===== src/pkg/clkgen_pkg.sv =====
// constants, reset values and types shared by the clock control block
// assumes a 40 MHz system clock and word-indexed wishbone registers
`default_nettype none
package clkgen_pkg;
  // system clock period
  localparam int CLK_PERIOD_NS = 25;
  // longest wait for lock before the guard declares the pll unstable
  localparam int LOCK_TIMEOUT_NS = 100000;
  localparam int LOCK_WAIT_CYCLES = LOCK_TIMEOUT_NS / CLK_PERIOD_NS;
  // least width of the pll reset pulse
  localparam int PLL_RESET_NS = 1000;
  localparam int PLL_RESET_CYCLES =
    (PLL_RESET_NS + CLK_PERIOD_NS - 1) / CLK_PERIOD_NS;
  // guard counter and its terminal counts
  localparam int GUARD_CNT_W = 12;
  localparam logic [11:0] LOCK_WAIT_LAST = 12'(LOCK_WAIT_CYCLES - 1);
  localparam logic [11:0] RESET_LAST = 12'(PLL_RESET_CYCLES - 1);
  // register word indices; byte address is four times the index
  localparam logic [15:0] IDX_PLL_RECOVERY_CONTROL = 16'hF006;
  localparam logic [15:0] IDX_DIV1_DEN = 16'hF020;
  localparam logic [15:0] IDX_DIV1_NUM = 16'hF021;
  localparam logic [15:0] IDX_DIV2_DEN = 16'hF022;
  localparam logic [15:0] IDX_DIV2_NUM = 16'hF023;
  localparam logic [15:0] IDX_DIV3_DEN = 16'hF024;
  localparam logic [15:0] IDX_DIV3_NUM = 16'hF025;
  localparam logic [15:0] IDX_DIV3_REF_SELECT = 16'hF026;
  localparam logic [15:0] IDX_RECOVERY_STATUS = 16'hF030;
  // bus geometry
  localparam int WB_ADR_W = 18;
  // field widths
  localparam int DIV12_W = 9;
  localparam int DIV3_W = 16;
  localparam int REF_CODE_W = 4;
  localparam int REF_SEL_BIT = 4;
  localparam int MP_PIN_COUNT = 14;
  localparam int STAT_COUNT_LSB = 8;
  // values after reset
  localparam logic RST_RECOVERY_ENABLE = 1'b1;
  localparam logic [8:0] RST_DIV1_DEN = 9'h006;
  localparam logic [8:0] RST_DIV1_NUM = 9'h001;
  localparam logic [8:0] RST_DIV2_DEN = 9'h009;
  localparam logic [8:0] RST_DIV2_NUM = 9'h001;
  localparam logic [15:0] RST_DIV3_DEN = 16'h0000;
  localparam logic [15:0] RST_DIV3_NUM = 16'h0000;
  localparam logic [4:0] RST_DIV3_REF_SELECT = 5'h0E;
  // reference codes and fixed scaling of the external reference
  localparam logic [3:0] CODE_SPDIF = 4'hE;
  localparam logic [15:0] EXT_SCALE = 16'h0400;
  // pll guard sequencer
  typedef enum logic [1:0] {
    GUARD_WAIT,
    GUARD_LOCKED,
    GUARD_RESET
  } guard_state_type;
endpackage
`default_nettype wire


===== src/pkg/divider_if.sv =====
// ratio, reference strobe and output strobe of one fractional divider
// assumes one control end and one generator end on the same clock
`timescale 1ns/100ps
`default_nettype none
interface divider_if #(parameter int W = 9);
  logic [W-1:0] numerator;   // multiply factor
  logic [W-1:0] denominator; // divide factor, zero stops the output
  logic ref_tick;            // one pulse per reference period
  logic out_tick;            // one pulse per output period
  modport ctrl (output numerator, output denominator, output ref_tick,
                input out_tick);
  modport gen (input numerator, input denominator, input ref_tick,
               output out_tick);
endinterface
`default_nettype wire


===== src/core/pll_guard_audio_clock_generators.sv =====
// pll recovery guard and three fractional audio rate generators
// behind a classic wishbone slave with 32-bit data and word registers
// assumes all pins and strobes are synchronous to clk_sys
//
// Function
// RULE_01: guard resets unstable pll while enabled
// RULE_02: relock keeps the pll settings unchanged
// RULE_03: control bit 0 enables guard, resets to one
// RULE_04: software keeps the guard enabled
// RULE_05: divider 1 denominator nine bits, reset six
// RULE_06: divider 1 numerator nine bits, reset one
// RULE_07: divider 2 denominator nine bits, reset nine
// RULE_08: divider 2 numerator nine bits, reset one
// RULE_09: divider 3 denominator sixteen bits, reset zero
// RULE_10: divider 3 numerator sixteen bits, reset zero
// RULE_11: bit 4 picks pll or external reference
// RULE_12: external rate is reference times numerator over 1024
// RULE_13: code 14 selects spdif, the reset default
// RULE_14: pll reference uses numerator over denominator
// RULE_15: external mode ignores the denominator
// RULE_16: external reference is a square wave
`timescale 1ns/100ps
`default_nettype none
module pll_guard_audio_clock_generators
  import clkgen_pkg::*;
(
  input wire logic clk_sys,
  input wire logic rst_n,
  input wire logic wb_cyc,
  input wire logic wb_stb,
  input wire logic wb_we,
  input wire logic [WB_ADR_W-1:0] wb_adr,
  input wire logic [3:0] wb_sel,
  input wire logic [31:0] wb_dat_w,
  output logic [31:0] wb_dat_r,
  output logic wb_ack,
  input wire logic pll_lock,
  input wire logic [15:0] pll_setting,
  output logic pll_reset,
  output logic [15:0] pll_setting_held,
  input wire logic pll_ref_tick,
  input wire logic [MP_PIN_COUNT-1:0] multipurpose_pin,
  input wire logic spdif_ref_in,
  output logic audio_clk1_tick,
  output logic audio_clk2_tick,
  output logic audio_clk3_tick
);
  // software registers, stored at their field widths
  logic recovery_enable_q;                    // guard enable
  logic [DIV12_W-1:0] divider1_denominator_value;
  logic [DIV12_W-1:0] divider1_numerator_value;
  logic [DIV12_W-1:0] divider2_denominator_value;
  logic [DIV12_W-1:0] divider2_numerator_value;
  logic [DIV3_W-1:0] divider3_denominator_value;
  logic [DIV3_W-1:0] divider3_numerator_value;
  logic divider3_external_ref_select;        // 1 external, 0 pll
  logic [REF_CODE_W-1:0] divider3_ref_input_code;

  // bus slave state
  logic ack_q;          // acknowledge, one cycle per request
  logic [31:0] dat_q;   // read data captured with the acknowledge
  logic [15:0] idx;     // word index of the request
  logic req;            // request seen, not yet acknowledged
  logic wr_en;          // write takes effect at this edge
  logic [15:0] rd_word; // current value of the addressed register
  logic [15:0] wr_word; // addressed register with byte lanes merged

  // guard status
  logic guard_recovering;
  logic guard_locked;
  logic [7:0] guard_count;

  // external reference path
  logic ref_level;  // level on the selected reference input
  logic ref_prev_q; // level one cycle earlier
  logic ext_rise;   // rising edge of the external reference

  // the three generators
  divider_if #(.W(DIV12_W)) d1_if ();
  divider_if #(.W(DIV12_W)) d2_if ();
  divider_if #(.W(DIV3_W)) d3_if ();

  // merge the enabled low byte lanes into the old value
  function automatic logic [15:0] merge16(
    input logic [15:0] old,
    input logic [15:0] nw,
    input logic [1:0] be
  );
    merge16 = {be[1] ? nw[15:8] : old[15:8], be[0] ? nw[7:0] : old[7:0]};
  endfunction

  assign idx = wb_adr[WB_ADR_W-1:2];
  assign req = wb_cyc && wb_stb && !ack_q;
  // the master samples ack at the edge where the write lands
  assign wr_en = wb_cyc && wb_stb && wb_we && ack_q;
  assign wr_word = merge16(rd_word, wb_dat_w[15:0], wb_sel[1:0]);

  // read mux; reserved bits and unmapped words read as zero
  always_comb begin
    case (idx)
      IDX_PLL_RECOVERY_CONTROL: begin
        rd_word = {15'h0000, recovery_enable_q};
      end
      IDX_DIV1_DEN: begin
        rd_word = {7'h00, divider1_denominator_value};
      end
      IDX_DIV1_NUM: begin
        rd_word = {7'h00, divider1_numerator_value};
      end
      IDX_DIV2_DEN: begin
        rd_word = {7'h00, divider2_denominator_value};
      end
      IDX_DIV2_NUM: begin
        rd_word = {7'h00, divider2_numerator_value};
      end
      IDX_DIV3_DEN: begin
        rd_word = divider3_denominator_value;
      end
      IDX_DIV3_NUM: begin
        rd_word = divider3_numerator_value;
      end
      IDX_DIV3_REF_SELECT: begin
        rd_word = {11'h000, divider3_external_ref_select,
                   divider3_ref_input_code};
      end
      IDX_RECOVERY_STATUS: begin
        rd_word = {guard_count, 6'h00, guard_recovering, guard_locked};
      end
      default: begin
        rd_word = 16'h0000;
      end
    endcase
  end

  // acknowledge and read data, one cycle after the request
  always_ff @(posedge clk_sys or negedge rst_n) begin
    if (!rst_n) begin
      ack_q <= 1'b0;
      dat_q <= 32'h00000000;
    end else begin
      ack_q <= req;
      if (req) begin
        dat_q <= {16'h0000, rd_word};
      end
    end
  end

  // guard control register
  always_ff @(posedge clk_sys or negedge rst_n) begin
    if (!rst_n) begin
      recovery_enable_q <= RST_RECOVERY_ENABLE; // RULE_03
    end else if (wr_en && idx == IDX_PLL_RECOVERY_CONTROL) begin
      recovery_enable_q <= wr_word[0]; // RULE_03
    end
  end

  // dividers 1 and 2: nine-bit fields, upper bits dropped
  always_ff @(posedge clk_sys or negedge rst_n) begin
    if (!rst_n) begin
      divider1_denominator_value <= RST_DIV1_DEN; // RULE_05
      divider1_numerator_value <= RST_DIV1_NUM; // RULE_06
      divider2_denominator_value <= RST_DIV2_DEN; // RULE_07
      divider2_numerator_value <= RST_DIV2_NUM; // RULE_08
    end else if (wr_en) begin
      if (idx == IDX_DIV1_DEN) begin
        divider1_denominator_value <= wr_word[8:0]; // RULE_05
      end
      if (idx == IDX_DIV1_NUM) begin
        divider1_numerator_value <= wr_word[8:0]; // RULE_06
      end
      if (idx == IDX_DIV2_DEN) begin
        divider2_denominator_value <= wr_word[8:0]; // RULE_07
      end
      if (idx == IDX_DIV2_NUM) begin
        divider2_numerator_value <= wr_word[8:0]; // RULE_08
      end
    end
  end

  // divider 3: full-width ratio and reference select
  always_ff @(posedge clk_sys or negedge rst_n) begin
    if (!rst_n) begin
      divider3_denominator_value <= RST_DIV3_DEN; // RULE_09
      divider3_numerator_value <= RST_DIV3_NUM; // RULE_10
      divider3_external_ref_select <= RST_DIV3_REF_SELECT[REF_SEL_BIT];
      divider3_ref_input_code <= RST_DIV3_REF_SELECT[3:0]; // RULE_13
    end else if (wr_en) begin
      if (idx == IDX_DIV3_DEN) begin
        divider3_denominator_value <= wr_word; // RULE_09
      end
      if (idx == IDX_DIV3_NUM) begin
        divider3_numerator_value <= wr_word; // RULE_10
      end
      if (idx == IDX_DIV3_REF_SELECT) begin
        divider3_external_ref_select <= wr_word[REF_SEL_BIT]; // RULE_11
        divider3_ref_input_code <= wr_word[3:0];
      end
    end
  end

  // pick the reference input: pins by code, spdif on its code, else low
  always_comb begin
    if (divider3_ref_input_code == CODE_SPDIF) begin
      ref_level = spdif_ref_in; // RULE_13
    end else if (32'(divider3_ref_input_code) < MP_PIN_COUNT) begin
      ref_level = multipurpose_pin[divider3_ref_input_code];
    end else begin
      ref_level = 1'b0;
    end
  end

  // edge detect: one strobe per reference period of a square wave
  always_ff @(posedge clk_sys or negedge rst_n) begin
    if (!rst_n) begin
      ref_prev_q <= 1'b0;
    end else begin
      ref_prev_q <= ref_level;
    end
  end
  assign ext_rise = ref_level && !ref_prev_q;

  // generator ratios; divider 3 external mode divides by a fixed 1024
  assign d1_if.numerator = divider1_numerator_value;
  assign d1_if.denominator = divider1_denominator_value;
  assign d1_if.ref_tick = pll_ref_tick;
  assign d2_if.numerator = divider2_numerator_value;
  assign d2_if.denominator = divider2_denominator_value;
  assign d2_if.ref_tick = pll_ref_tick;
  assign d3_if.numerator = divider3_numerator_value; // RULE_12
  assign d3_if.denominator = divider3_external_ref_select ?
    EXT_SCALE : divider3_denominator_value; // RULE_14 RULE_15
  assign d3_if.ref_tick = divider3_external_ref_select ?
    ext_rise : pll_ref_tick; // RULE_11

  frac_divider #(.W(DIV12_W)) u_div1 (
    .clk_sys(clk_sys),
    .rst_n(rst_n),
    .dv(d1_if.gen)
  );
  frac_divider #(.W(DIV12_W)) u_div2 (
    .clk_sys(clk_sys),
    .rst_n(rst_n),
    .dv(d2_if.gen)
  );
  frac_divider #(.W(DIV3_W)) u_div3 (
    .clk_sys(clk_sys),
    .rst_n(rst_n),
    .dv(d3_if.gen)
  );

  // recovery guard steered by the control register
  pll_guard u_guard (
    .clk_sys(clk_sys),
    .rst_n(rst_n),
    .enable(recovery_enable_q), // RULE_01
    .pll_lock(pll_lock),
    .pll_setting(pll_setting),
    .pll_reset(pll_reset),
    .pll_setting_held(pll_setting_held),
    .recovering(guard_recovering),
    .locked(guard_locked),
    .recovery_count(guard_count)
  );

  assign wb_ack = ack_q;
  assign wb_dat_r = dat_q;
  assign audio_clk1_tick = d1_if.out_tick;
  assign audio_clk2_tick = d2_if.out_tick;
  assign audio_clk3_tick = d3_if.out_tick;

  property p_ctrl_reset;
    @(posedge clk_sys) disable iff (!rst_n)
    $rose(rst_n) |-> recovery_enable_q;
  endproperty
  a_ctrl_reset: assert property (p_ctrl_reset) // RULE_03
    else $error("guard not enabled after reset");

  property p_ctrl_write;
    @(posedge clk_sys) disable iff (!rst_n)
    (wr_en && idx == IDX_PLL_RECOVERY_CONTROL && wb_sel[0]) |=>
      (wb_dat_r[0] == recovery_enable_q || !wb_ack) &&
      recovery_enable_q == $past(wb_dat_w[0]);
  endproperty
  a_ctrl_write: assert property (p_ctrl_write) // RULE_03
    else $error("control bit not written");

  property p_div1_den;
    @(posedge clk_sys) disable iff (!rst_n)
    $rose(rst_n) |-> divider1_denominator_value == 9'h006;
  endproperty
  a_div1_den: assert property (p_div1_den) // RULE_05
    else $error("divider 1 denominator reset wrong");

  property p_div1_num;
    @(posedge clk_sys) disable iff (!rst_n)
    (wr_en && idx == IDX_DIV1_NUM && wb_sel[1:0] == 2'h3) |=>
      divider1_numerator_value == $past(wb_dat_w[8:0]);
  endproperty
  a_div1_num: assert property (p_div1_num) // RULE_06
    else $error("divider 1 numerator not written");

  property p_div2_den;
    @(posedge clk_sys) disable iff (!rst_n)
    $rose(rst_n) |-> divider2_denominator_value == 9'h009;
  endproperty
  a_div2_den: assert property (p_div2_den) // RULE_07
    else $error("divider 2 denominator reset wrong");

  property p_div2_num;
    @(posedge clk_sys) disable iff (!rst_n)
    (wb_ack && !wb_we && idx == IDX_DIV2_NUM) |->
      wb_dat_r[15:9] == 7'h00;
  endproperty
  a_div2_num: assert property (p_div2_num) // RULE_08
    else $error("divider 2 numerator reserved bits set");

  property p_div3_den;
    @(posedge clk_sys) disable iff (!rst_n)
    (wr_en && idx == IDX_DIV3_DEN && wb_sel[1:0] == 2'h3) |=>
      divider3_denominator_value == $past(wb_dat_w[15:0]);
  endproperty
  a_div3_den: assert property (p_div3_den) // RULE_09
    else $error("divider 3 denominator not written");

  property p_div3_num;
    @(posedge clk_sys) disable iff (!rst_n)
    $rose(rst_n) |-> divider3_numerator_value == 16'h0000;
  endproperty
  a_div3_num: assert property (p_div3_num) // RULE_10
    else $error("divider 3 numerator reset wrong");

  property p_pll_ref;
    @(posedge clk_sys) disable iff (!rst_n)
    !divider3_external_ref_select |->
      (d3_if.ref_tick == pll_ref_tick &&
       d3_if.denominator == divider3_denominator_value);
  endproperty
  a_pll_ref: assert property (p_pll_ref) // RULE_11 RULE_14
    else $error("divider 3 not on pll reference");

  property p_ext_scale;
    @(posedge clk_sys) disable iff (!rst_n)
    divider3_external_ref_select |-> d3_if.denominator == 16'h0400;
  endproperty
  a_ext_scale: assert property (p_ext_scale) // RULE_12 RULE_15
    else $error("external mode not scaled by 1024");

  property p_spdif;
    @(posedge clk_sys) disable iff (!rst_n)
    (divider3_external_ref_select && divider3_ref_input_code == 4'hE &&
     spdif_ref_in && !$past(spdif_ref_in) &&
     $stable(divider3_ref_input_code)) |-> d3_if.ref_tick;
  endproperty
  a_spdif: assert property (p_spdif) // RULE_13
    else $error("spdif edge not passed to divider 3");

  c_write: cover property (@(posedge clk_sys) disable iff (!rst_n)
    wr_en && idx == IDX_DIV3_REF_SELECT);
  c_ext_tick: cover property (@(posedge clk_sys) disable iff (!rst_n)
    divider3_external_ref_select && audio_clk3_tick);
  c_guard_reset: cover property (@(posedge clk_sys) disable iff (!rst_n)
    $rose(pll_reset));
endmodule
`default_nettype wire


===== src/core/frac_divider.sv =====
// fractional rate generator: out rate = ref rate * numerator / denominator
// assumes reference strobes far sparser than the system clock
`timescale 1ns/100ps
`default_nettype none
module frac_divider #(
  parameter int W = 9
) (
  input wire logic clk_sys,
  input wire logic rst_n,
  divider_if.gen dv
);
  localparam int AW = W + 2;
  logic [AW-1:0] acc_q;  // pending output periods times denominator
  logic tick_q;          // registered output strobe
  logic [AW-1:0] num_x;  // widened numerator
  logic [AW-1:0] den_x;  // widened denominator
  logic drain;           // one output period is due

  assign num_x = AW'(dv.numerator);
  assign den_x = AW'(dv.denominator);
  assign drain = (den_x != '0) && (acc_q >= den_x);

  // add numerator per reference strobe, take one denominator per tick
  always_ff @(posedge clk_sys or negedge rst_n) begin
    if (!rst_n) begin
      acc_q <= '0;
      tick_q <= 1'b0;
    end else if (den_x == '0) begin
      // zero denominator holds the generator still
      acc_q <= '0;
      tick_q <= 1'b0;
    end else begin
      acc_q <= acc_q + (dv.ref_tick ? num_x : '0) - (drain ? den_x : '0);
      tick_q <= drain;
    end
  end

  assign dv.out_tick = tick_q;

  // a zero denominator silences the output from the next edge
  property p_stopped;
    @(posedge clk_sys) disable iff (!rst_n)
    (den_x == '0) |=> !tick_q;
  endproperty
  a_stopped: assert property (p_stopped) // RULE_14
    else $error("tick with zero den");
endmodule
`default_nettype wire


===== src/core/pll_guard.sv =====
// pll recovery guard: watches lock, pulses pll reset, freezes settings
// assumes pll_lock is synchronous to clk_sys
`timescale 1ns/100ps
`default_nettype none
module pll_guard
  import clkgen_pkg::*;
(
  input wire logic clk_sys,
  input wire logic rst_n,
  input wire logic enable,
  input wire logic pll_lock,
  input wire logic [15:0] pll_setting,
  output logic pll_reset,
  output logic [15:0] pll_setting_held,
  output logic recovering,
  output logic locked,
  output logic [7:0] recovery_count
);
  guard_state_type state_q;     // sequencer state
  logic [GUARD_CNT_W-1:0] cnt_q; // timeout and pulse counter
  logic reset_q;                 // pll reset pulse
  logic recover_q;               // recovery in progress
  logic lock_q;                  // registered lock flag
  logic [15:0] cfg_q;            // settings handed to the pll
  logic [7:0] count_q;           // saturating recovery count
  logic fault;                   // unstable pll seen while enabled

  assign fault = enable && !pll_lock &&
    ((state_q == GUARD_LOCKED) ||
     ((state_q == GUARD_WAIT) && (cnt_q == LOCK_WAIT_LAST)));

  // sequencer: monitor, pulse reset on a fault, then wait for relock
  always_ff @(posedge clk_sys or negedge rst_n) begin
    if (!rst_n) begin
      state_q <= GUARD_WAIT;
      cnt_q <= '0;
      reset_q <= 1'b0;
    end else begin
      unique case (state_q)
        GUARD_WAIT: begin
          if (pll_lock) begin
            state_q <= GUARD_LOCKED;
            cnt_q <= '0;
          end else if (fault) begin
            state_q <= GUARD_RESET; // RULE_01
            cnt_q <= '0;
            reset_q <= 1'b1;
          end else if (cnt_q == LOCK_WAIT_LAST) begin
            cnt_q <= '0; // disabled: keep waiting
          end else begin
            cnt_q <= cnt_q + 1'b1;
          end
        end
        GUARD_LOCKED: begin
          if (fault) begin
            state_q <= GUARD_RESET; // RULE_01
            reset_q <= 1'b1;
          end else if (!pll_lock) begin
            state_q <= GUARD_WAIT;
          end
          cnt_q <= '0;
        end
        GUARD_RESET: begin
          if (cnt_q == RESET_LAST) begin
            state_q <= GUARD_WAIT; // relock attempt starts
            reset_q <= 1'b0;
            cnt_q <= '0;
          end else begin
            cnt_q <= cnt_q + 1'b1;
          end
        end
      endcase
    end
  end

  // recovery flag: set at the fault, cleared at relock; count rises by one per fault, holding at 255
  always_ff @(posedge clk_sys or negedge rst_n) begin
    if (!rst_n) begin
      recover_q <= 1'b0;
      count_q <= 8'h00;
    end else if (fault && state_q != GUARD_RESET) begin
      recover_q <= 1'b1;
      if (count_q != 8'hFF) begin
        count_q <= count_q + 8'h01;
      end
    end else if (state_q == GUARD_WAIT && pll_lock) begin
      recover_q <= 1'b0;
    end
  end

  // settings follow software, frozen from the fault edge until relock
  // so the pll relocks with what it held before its reset
  always_ff @(posedge clk_sys or negedge rst_n) begin
    if (!rst_n) begin
      cfg_q <= 16'h0000;
      lock_q <= 1'b0;
    end else begin
      lock_q <= pll_lock;
      if (!recover_q && !fault) begin
        cfg_q <= pll_setting; // RULE_02
      end
    end
  end

  assign pll_reset = reset_q;
  assign pll_setting_held = cfg_q;
  assign recovering = recover_q;
  assign locked = lock_q;
  assign recovery_count = count_q;

  property p_lock_loss;
    @(posedge clk_sys) disable iff (!rst_n)
    (enable && state_q == GUARD_LOCKED && !pll_lock) |=>
      (reset_q && recover_q);
  endproperty
  a_lock_loss: assert property (p_lock_loss) // RULE_01
    else $error("no pll reset after lock loss");

  property p_timeout;
    @(posedge clk_sys) disable iff (!rst_n)
    (enable && state_q == GUARD_WAIT && cnt_q == LOCK_WAIT_LAST &&
     !pll_lock) |=> reset_q;
  endproperty
  a_timeout: assert property (p_timeout) // RULE_01
    else $error("no pll reset after lock timeout");

  property p_frozen;
    @(posedge clk_sys) disable iff (!rst_n)
    (fault || recover_q) |=> $stable(cfg_q);
  endproperty
  a_frozen: assert property (p_frozen) // RULE_02
    else $error("pll settings changed during recovery");

  property p_relock;
    @(posedge clk_sys) disable iff (!rst_n)
    $fell(reset_q) |-> (state_q == GUARD_WAIT && recover_q);
  endproperty
  a_relock: assert property (p_relock) // RULE_02
    else $error("no relock attempt after pll reset");

  c_recovery: cover property (@(posedge clk_sys) disable iff (!rst_n)
    $fell(recover_q));
endmodule
`default_nettype wire


===== config.mk =====
export PLATFORM = sky130hd
export DESIGN_NAME = pll_guard_audio_clock_generators
export DESIGN_NICKNAME = d
export VERILOG_FILES = /design/src/pkg/clkgen_pkg.sv /design/src/pkg/divider_if.sv /design/src/core/pll_guard_audio_clock_generators.sv /design/src/core/frac_divider.sv /design/src/core/pll_guard.sv
export SDC_FILE = /design/constraint.sdc
export NUM_CORES = 1
export LEC_CHECK = 0
export ABC_AREA = 1
export BUFFER_PORTS_ARGS = -buffer_cell sky130_fd_sc_hd__clkbuf_2
export CAP_MARGIN = 15
export CORE_UTILIZATION = 45
export CTS_CLUSTER_SIZE = 14
export DETAILED_ROUTE_END_ITERATION = 10
export SYNTH_ARGS = -nofsm -noshare
export SYNTH_HDL_FRONTEND = slang
export SYNTH_SLANG_ARGS = --single-unit

===== constraint.sdc =====
create_clock -name clk_sys -period 4.7 [get_ports clk_sys]
set_input_delay 0.235 -clock clk_sys [delete_from_list [all_inputs] [get_ports clk_sys]]
set_output_delay 0.235 -clock clk_sys [all_outputs]
set_load 0.1 [all_outputs]

==> flow_summary.toml, run 1 <==
[run_status]
status = "complete, no violations"

[global_routing]
grt_pass1_wl_mm = 55.77
grt.overflow.total = 0
grt_max_degree = 95
grt_pass1_vias = 10930
grt_use_total = 0.2508
antenna_found_initial = 0

[placed_design]
portBuffers = 108
dpl.hpwl_mm = 25.28
placed_cells = 2067
place_congestion = 0.8972

[die]
start_util = 0.4598
fp.dieW_um = 168.2
dieArea_um2 = 28280
ios = 145
die-height_um = 168.2
rows = 60
core-area_um2 = 27030

[logic_synthesis]
synth_compound_area_frac = 0.06414
synth_mux_area_frac = 0.01510
synthFlopType = "dfrtp_1"
ys_types = 51
synth_xor_area_frac = 0.02185
synth-simple-area-share = 0.3093
ys_warn_count = 0
ys_seq_area_frac = 0.3554
synth_enable_flop_cells = 0
netlist_area_um2 = 12430
postSynthCellCount = 1644
synth_fa_ha_area_frac = 0.1404
syn_area_per_cell_um2 = 7.559
synth-seq-cells = 176
async_flop_share = 1.000
synth_top_family_by_area = "simple AND/OR/NAND/NOR gates"

[final_layout]
register_area_um2 = 4417
fin_util = 0.5181
area_growth_pct = 12.67
multi_input_area_um2 = 6913
layout.nets = 1970
final_cell_mix = "nand2_1, inv_1, nor2_1"
antennaDiodeCount = 0
layout_commonest_cell = "nand2_1"
fillers = 2662
drive_above_1_share = 0.1383
instances_no_fill = 2113

[worst_setup_path]
rrSetupSlack_ps = 410
worstPathArrival_ps = 4640
crit_required_ps = 5040
critical_path_class = "register to register"
crit_fanout = 14
critPathLaunchType = "register"
end_kind = "register"

[pwr]
leakagePower_nw = 7.527
power_density_nw_per_um2 = 249.5
ir_worst_vdd_mv = 0.2534

[run]
cap_violations = 0

[detailed_routing]
num_vias = 10980
drt_iter0_drc = 759
ant_nets = 0
wirelength_mm = 33.92
wl_per_cell_um = 16.05
viasPerCell = 5.196
drtPass1Iterations = 5
drc = 0

[clock_tree]
clock-root-buffer = "clkbuf_16"
cts.sinks = 176
cts_max_level = 4
clkTransAtPathRegs_ps = 80
numCtsBuffers = 17
cts_tree = "built"
clk_latency_ps = 470
clockBufferDepth = 2

[sta]
tns_ps = 0
period_needed_ps = 4293
slew_headroom = 0.4555
period_share = 0.9133
hold_viol = 0
setup_viol = 0
worst_pin_slew_ps = 816.8
skew_ps = 22.67
slew_viol_final = 0
max_freq_mhz = 233.0

[worst_hold_path]
hp-class = "input pin to register"
cell families (layout without fill, tap and decap cells):
logic type                 after synthesis  after routing
adders and majority gates              119            119
and+or+nand+nor                        875            875
buffers and inverters                  279            392
DFF                                    176            176
xor gates and xnor gates                31             31
AOI/OAI and AO/OA                      147            147
muxes                                   16             16
other                                    1             16
flip-flops by register name, indices dropped and copies added (netlist names), 2 cells and up:
register	cells
u_div2.acc_q	11
u_div3.acc_q	18
u_guard.recovery_count	8
d1_if.denominator	9
divider3_denominator_value	16
u_guard.pll_setting_held	16
wb_dat_r	16
d2_if.denominator	9
divider3_ref_input_code	4
d1_if.numerator	9
d2_if.numerator	9
u_guard.cnt_q	12
d3_if.numerator	16
u_guard.state_q	2
u_div1.acc_q	11
Yosys cell counts, drive strengths merged (10+ instances only):
library cell	count	area, um^2
nand4	26	175.2
dfrtp	166	4154
o21ai	55	279.0
nor2	184	774.5
or2	16	100.1
nand3	144	755.7
a21oi	69	345.3
xnor2	15	131.4
nand2	480	1849
nor3	15	75.07
mux2	16	187.7
buf	38	255.2
dfstp	10	262.8
fa	34	680.7
xor2	16	140.1
inv	231	867.1
ha	85	1064
power by group:
group / internal (W) / total [W] / switching, W / leakage, nW
Clock: 0.000749 / 0.00155 / 0.000802 / 0.310
Combinational: 0.0000920 / 0.000390 / 0.000298 / 4.85
Sequential: 0.00154 / 0.00155 / 0.0000154 / 2.37
metal layers:
| layer | track usage | wire length, um |
|---|---|---|
| met1 | 0.3392 | 15900 |
| met2 | 0.4118 | 15660 |
| met3 | 0.04231 | 1625 |
| met4 | 0.07628 | 740 |
| met5 | 0 | 0 |
critical path, cell delays in order, from the launching register on:
cell and delay, ps:
dfrtp_1 460, inv_2 230, nand2_1 150, ha_1 320, nand2_1 60, inv_1 90
nand2_1 60, nor3_1 260, o2111ai_1 160, nand4_1 240, nand2_4 160, nor2_1 180
fa_1 440, inv_1 70, ha_1 290, a21oi_1 190, nand2_1 140, a21boi_2 230
o21ai_0 160, nand2_1 150, nand3_1 80, nand2_1 60, nor2_1 40
path summary, 6_finish.rpt:
kind                                                           from                                        to  depth (start not counted)
max in group asynchronous                                     rst_n                 u_div1.acc_q[9]$_DFF_PN0_                          3
min in group asynchronous                                     rst_n                u_div3.acc_q[16]$_DFF_PN0_                          2
setup / recovery           divider3_external_ref_select$_DFFE_PN0P_                u_div3.acc_q[15]$_DFF_PN0_                         22
hold reg to reg                    d1_if.denominator[2]$_DFFE_PN1P_          d1_if.denominator[2]$_DFFE_PN1P_                          2
hold / removal                                      pll_setting[12]  u_guard.pll_setting_held[12]$_DFFE_PN0P_                          2
setup reg to reg           divider3_external_ref_select$_DFFE_PN0P_                u_div3.acc_q[15]$_DFF_PN0_                         22
per-stage QoR:
stage               cell area (um^2)  worst slack, ps  total power, W  hold WS (ps)
floorplan                      12480            983.4        0.001859        -60.59
global placement               13210            348.9        0.001961         365.8
detailed placement             13210            229.8        0.001964         360.4
CTS                            13980            131.0        0.003522        0.8956
global route                   14000           -42.61        0.003614         5.212
finish                         14000            407.3        0.003493         10.81
final cells by class:
class | count | share of cell area
clock buffers | 17 | 0.03038
clock inverters | 15 | 0.01555
inverters | 233 | 0.06265
multi-input cells | 1204 | 0.4937
flip-flops and latches | 176 | 0.3155
well taps | 341 | 0.03047
repair buffers | 127 | 0.05174
repair_timing:
item | in CTS | in global routing
resized for setup | 0 | 3
hold buffers | 13 | 0
hold endpoints to repair | 96 | 0
setup endpoints to repair | 0 | 5
setup buffers | 0 | 1
Power figures use the tool's default switching activity.
==> run 2, diff against run 1 <==
REMOVE_ABC_BUFFERS = 1   (was unset)
SKIP_CTS_REPAIR_TIMING = 1   (was unset)
==> run 2 against run 1 <==
  * Global-route usage decreased by 0.38 points
  * Critical path depth increased by 1
  * Sequential power about the same
  * Critical path type unchanged
  * Fmax increased by 0.88%
  * Via count decreased by 1.3%
  * Flip-flop and latch count unchanged
  * Non-clock buffer count decreased by 11
  * First-iteration DRC count increased by 6.3%
  * Final cell count decreased by 0.52%
  * Combinational power decreased by 3%
  * Clock-buffer cell count increased by 1
  * Highest routed layer unchanged
  * Utilization decreased by 0.38 points
==> flow_summary.toml, run 2 (synthesis results as in run 1) <==
[run_status]
status = "complete, no violations"

[sta]
hold_viol = 0
layout_setup_ws_ps = 444.9
rsz0062_at_grt = "false"
skew_ps = 16.07
period_share = 0.9053
setup_viol = 0
tns_ps = 0
slew_headroom = 0.3798
slew_viol_final = 0
worst_pin_slew_ps = 929.3
max_freq_mhz = 235.0
period_needed_ps = 4255

[final_layout]
fin_util = 0.5143
largest_reg_flops = 18
final_cell_mix = "nand2_1, inv_1, nor2_1"
layout.nets = 1959
antennaDiodeCount = 0
top_register = "u_div3.acc_q"
layout_commonest_cell = "nand2_1"
area_growth_pct = 11.84
drive_above_1_share = 0.1386
stdcell_area_um2 = 13900
instances_no_fill = 2102

[worst_hold_path]
hp-start = "pll_setting[8]"
hp-class = "input pin to register"

[global_routing]
antenna_found_initial = 0
grt_use_total = 0.2470
grt_max_degree = 95
grt_pass1_wl_mm = 54.92
grt_pass1_vias = 10630
grt.overflow.total = 0

[detailed_routing]
ant_nets = 0
drt_iter0_drc = 807
drc = 0
drtPass1Iterations = 7
num_vias = 10830
wirelength_mm = 33.19
wl_per_cell_um = 15.79
viasPerCell = 5.154

[clock_tree]
clkTransAtPathRegs_ps = 80
cts.sinks = 176
clock-root-buffer = "clkbuf_16"
cts_tree = "built"
cts_max_level = 4
clockBufferDepth = 2
numCtsBuffers = 17
clk_latency_ps = 440

[die]
core-area_um2 = 27030
die-height_um = 168.2
rows = 60
start_util = 0.4598
fp.dieW_um = 168.2
dieArea_um2 = 28280
ios = 145

[placed_design]
placed_cells = 2068
dpl_cell_area_um2 = 13220
place_congestion = 0.8679
dpl.hpwl_mm = 25.23
portBuffers = 108
dpl_worst_slack_ps = 348.9

[worst_setup_path]
endpoint = "u_div3.acc_q[13]$_DFF_PN0_"
critPathLaunchType = "register"
critPathSlowestCell = "fa_1"
critical_path_class = "register to register"
end_kind = "register"
crit_fanout = 9
rrSetupSlack_ps = 440
path_common_cell = "nand2_1"
startpoint = "divider3_external_ref_select$_DFFE_PN0P_"
crit_chain = "nor2_1 -> inv_1 -> ha_1 -> nand2_1 -> inv_1 -> o21ai_0 -> nand2_1 -> nand2_1 -> nand3_1 -> nand2_1 -> nand4_1 -> nand2_2 -> buf_4 -> nor2_1 -> fa_1 -> inv_1 -> ha_1 -> a21oi_1 -> a21boi_0 -> a21boi_0 -> nand2_1 -> xnor2_1 -> nor2_1"
worstPathArrival_ps = 4590
crit_path_max_incr_delay_ps = 500
crit_required_ps = 5030
ff2ff_path_depth = 23
worstReg2RegEnd = "u_div3.acc_q[13]$_DFF_PN0_"
r2r_start = "divider3_external_ref_select$_DFFE_PN0P_"

[pwr]
leakagePower_nw = 7.491
ir_worst_vdd_mv = 0.2241
power_density_nw_per_um2 = 254.4

[run]
cap_violations = 0
-- run 2: final cells by class --
class,count,area (um^2)
clock inverters,14,217.7
clock buffers,18,439.2
flip-flops and latches,176,4417
inverters,233,879.6
fillers,2663,13130
repair buffers,116,614.3
well taps,341,426.7
multi-input cells,1204,6904
-- run 2: routing by layer --
metal	track usage	wire [um]	vias up
met3	0.05219	2108	27
met1	0.3463	15770	5085
met2	0.3949	14870	327
met4	0.04901	440	0
li1	-	-	5395
met5	0	0	-
-- run 2: worst min path at each step --
stage	to	slack, ps	cells after the start
after global placement	u_div3.acc_q[17]$_DFF_PN0_	370	1
after detailed placement	u_div3.acc_q[17]$_DFF_PN0_	370	1
after floorplan	d1_if.denominator[0]$_DFFE_PN0P_	-60	0
after CTS	u_div3.acc_q[17]$_DFF_PN0_	-100	1
final	u_guard.pll_setting_held[8]$_DFFE_PN0P_	10	2
after global routing	u_guard.pll_setting_held[13]$_DFFE_PN0P_	3	2
-- run 2: where the power goes --
part	leakage, nW	total (W)	switching, W	internal (W)
Sequential	2.37	0.00155	0.0000163	0.00154
Combinational	4.80	0.000379	0.000294	0.0000858
Clock	0.320	0.00160	0.000757	0.000846
-- run 2: stage by stage --
stage | total power, W | hold WS (ps)
detailed placement | 0.001965 | 374.3
finish | 0.003536 | 11.52
global placement | 0.001963 | 373.2
global route | 0.003653 | 2.822
CTS | 0.003558 | -102.6
floorplan | 0.001837 | -60.59
-- run 2: worst max-delay path, delay by kind of cell (launching register included) --
| kind | cells | cell delay [ps] |
|---|---|---|
| buffers and inverters | 4 | 350 |
| XOR/XNOR | 1 | 130 |
| AO/OA/AOI/OAI | 4 | 870 |
| AND/OR/NAND/NOR | 11 | 1170 |
| adder cells (fa/ha/maj) | 3 | 1150 |
| flip-flops | 1 | 470 |
==> run 3, diff against run 2 <==
PLACE_DENSITY = 0.74   (was unset)
clock period = 5.3 ns   (was 4.7 ns; I/O delays follow)
==> run 3 against run 2 <==
  * Register-to-register slack better by 240 ps
  * Power is 14% lower
  * First-iteration DRC count is 17% higher
  * Wire length is 2.6% lower
  * Combinational power is 11% lower
  * Clock power is 16% lower
  * Fmax is 7.9% lower
  * Clock skew is 1.6 ps lower
  * Worst setup slack better by 240 ps
  * Die area stayed put
  * Flip-flop and latch count stayed put
  * Clock-buffer cell count is 1 lower
==> flow_summary.toml, run 3 (synthesis results as in run 1) <==
[worst_hold_path]
hp-class = "input pin to register"

[sta]
slew_headroom = 0.3989
hold_slack_ps = 48.70
hold_viol = 0
period_share = 0.8717
layout_setup_ws_ps = 680.1
tns_ps = 0
worst_pin_slew_ps = 900.7
setup_viol = 0
slew_viol_final = 0
period_needed_ps = 4620
rsz0062_at_grt = "false"
max_freq_mhz = 216.5
skew_ps = 14.49

[global_routing]
antenna_found_initial = 0
grt_use_total = 0.2392
grt_max_degree = 92
grt_pass1_vias = 10860
grt.overflow.total = 0
grt_pass1_wl_mm = 53.61

[worst_setup_path]
crit_required_ps = 5640
crit_chain = "inv_2 -> nand2_1 -> ha_1 -> nand2_1 -> inv_1 -> nand2_1 -> nor3_1 -> o2111ai_1 -> nand4_1 -> nand2_2 -> nor2_1 -> fa_1 -> inv_1 -> ha_1 -> a21oi_1 -> nand2_1 -> a21boi_0 -> o21ai_0 -> nand2_1 -> nand3_1 -> nand2_1 -> nor2_1"
end_kind = "register"
critPathSlowestCell = "dfrtp_1"
critical_path_class = "register to register"
rrSetupSlack_ps = 680
worstPathArrival_ps = 4960
crit_fanout = 14
path_common_cell = "nand2_1"
critPathLaunchType = "register"
crit_path_max_incr_delay_ps = 450

[final_layout]
layout.nets = 1956
layout_commonest_cell = "nand2_1"
largest_reg_flops = 18
antennaDiodeCount = 0
final_cell_mix = "nand2_1, inv_1, nor2_1"
drive_above_1_share = 0.1371
area_growth_pct = 11.50
top_register = "u_div3.acc_q"

[die]
fp.dieW_um = 168.2
rows = 60
dieArea_um2 = 28280
ios = 145
core-area_um2 = 27030
start_util = 0.4598
die-height_um = 168.2

[placed_design]
dpl.hpwl_mm = 24.35
portBuffers = 108
dpl_worst_slack_ps = 852.3
place_congestion = 0.9000

[detailed_routing]
wirelength_mm = 32.33
ant_nets = 0
drt_iter0_drc = 945
num_vias = 11160
viasPerCell = 5.317
top_layer = "met4"
drc = 0
drtPass1Iterations = 7
wl_per_cell_um = 15.40
met2WireLength_mm = 14.50
wl_met1_mm = 14.36
route.met3.wl_mm = 2.449

[run_status]
status = "complete, no violations"

[clock_tree]
cts_tree = "built"
clock-root-buffer = "clkbuf_16"
clk_latency_ps = 440
clkTransAtPathRegs_ps = 80
cts.sinks = 176
cts_max_level = 4
numCtsBuffers = 17
clockBufferDepth = 2

[pwr]
power_density_nw_per_um2 = 220.6
leakagePower_nw = 7.458
ir_worst_vdd_mv = 0.1783

[run]
cap_violations = 0
## run 3: changes by cell type in the layout (fill, tap and decap cells not counted), sizes merged
cell,delta
clkinv,+3
buf,-3
bufinv,-1
clkinvlp,+1
inv,-2
clkbuf,-1
## run 3: power breakdown
part	leakage, nW	switching (W)	internal, W
logic	4.78	0.000260	0.0000760
registers	2.37	0.0000144	0.00136
clock network	0.303	0.000653	0.000690
total	7.46	0.000927	0.00213
## run 3: worst paths after layout
kind | from | end | depth (start not counted)
worst max register to register | divider3_external_ref_select$_DFFE_PN0P_ | u_div3.acc_q[15]$_DFF_PN0_ | 22
max in group asynchronous | rst_n | d1_if.numerator[2]$_DFFE_PN0P_ | 3
worst min-delay path | pll_setting[9] | u_guard.pll_setting_held[9]$_DFFE_PN0P_ | 2
worst min register to register | d1_if.denominator[1]$_DFFE_PN1P_ | d1_if.denominator[1]$_DFFE_PN1P_ | 2
min in group asynchronous | rst_n | u_div1.dv.out_tick$_DFF_PN0_ | 2
worst max-delay path | divider3_external_ref_select$_DFFE_PN0P_ | u_div3.acc_q[15]$_DFF_PN0_ | 22
## run 3: area by class of cell
class	count	area (um^2)
multi-input combinational	1204	6904
sequential	176	4417
clock inverter	15	214.0
inverter	233	877.1
timing repair buffer	113	591.8
clock buffer	17	425.4
tap	341	426.7
fill	2586	13170
## run 3: per-layer routing
| metal | vias to the layer above | track usage |
|---|---|---|
| met3 | 72 | 0.05007 |
| li1 | 5385 | - |
| met2 | 466 | 0.3790 |
| met4 | 0 | 0.09526 |
| met1 | 5238 | 0.3203 |
| met5 | - | 0 |
## run 3: worst max-delay path, delay by kind of cell, from the launching register on
kind	cells	cell delay [ps]
AO/OA/AOI/OAI	4	940
adder cells (fa/ha/maj)	3	1040
buffers and inverters	3	400
flip-flops	1	450
AND/OR/NAND/NOR	12	1680
## run 3: per-stage QoR
stage	cells	utilization	instance area, um^2	total power, W
global placement	2065	0.4883	13200	0.001733
detailed placement	2065	0.4883	13200	0.001739
finish	2099	0.5127	13860	0.003056
global route	2099	0.5127	13860	0.003165
floorplan	1613	-	12200	0.001629
CTS	2097	0.5119	13840	0.003070
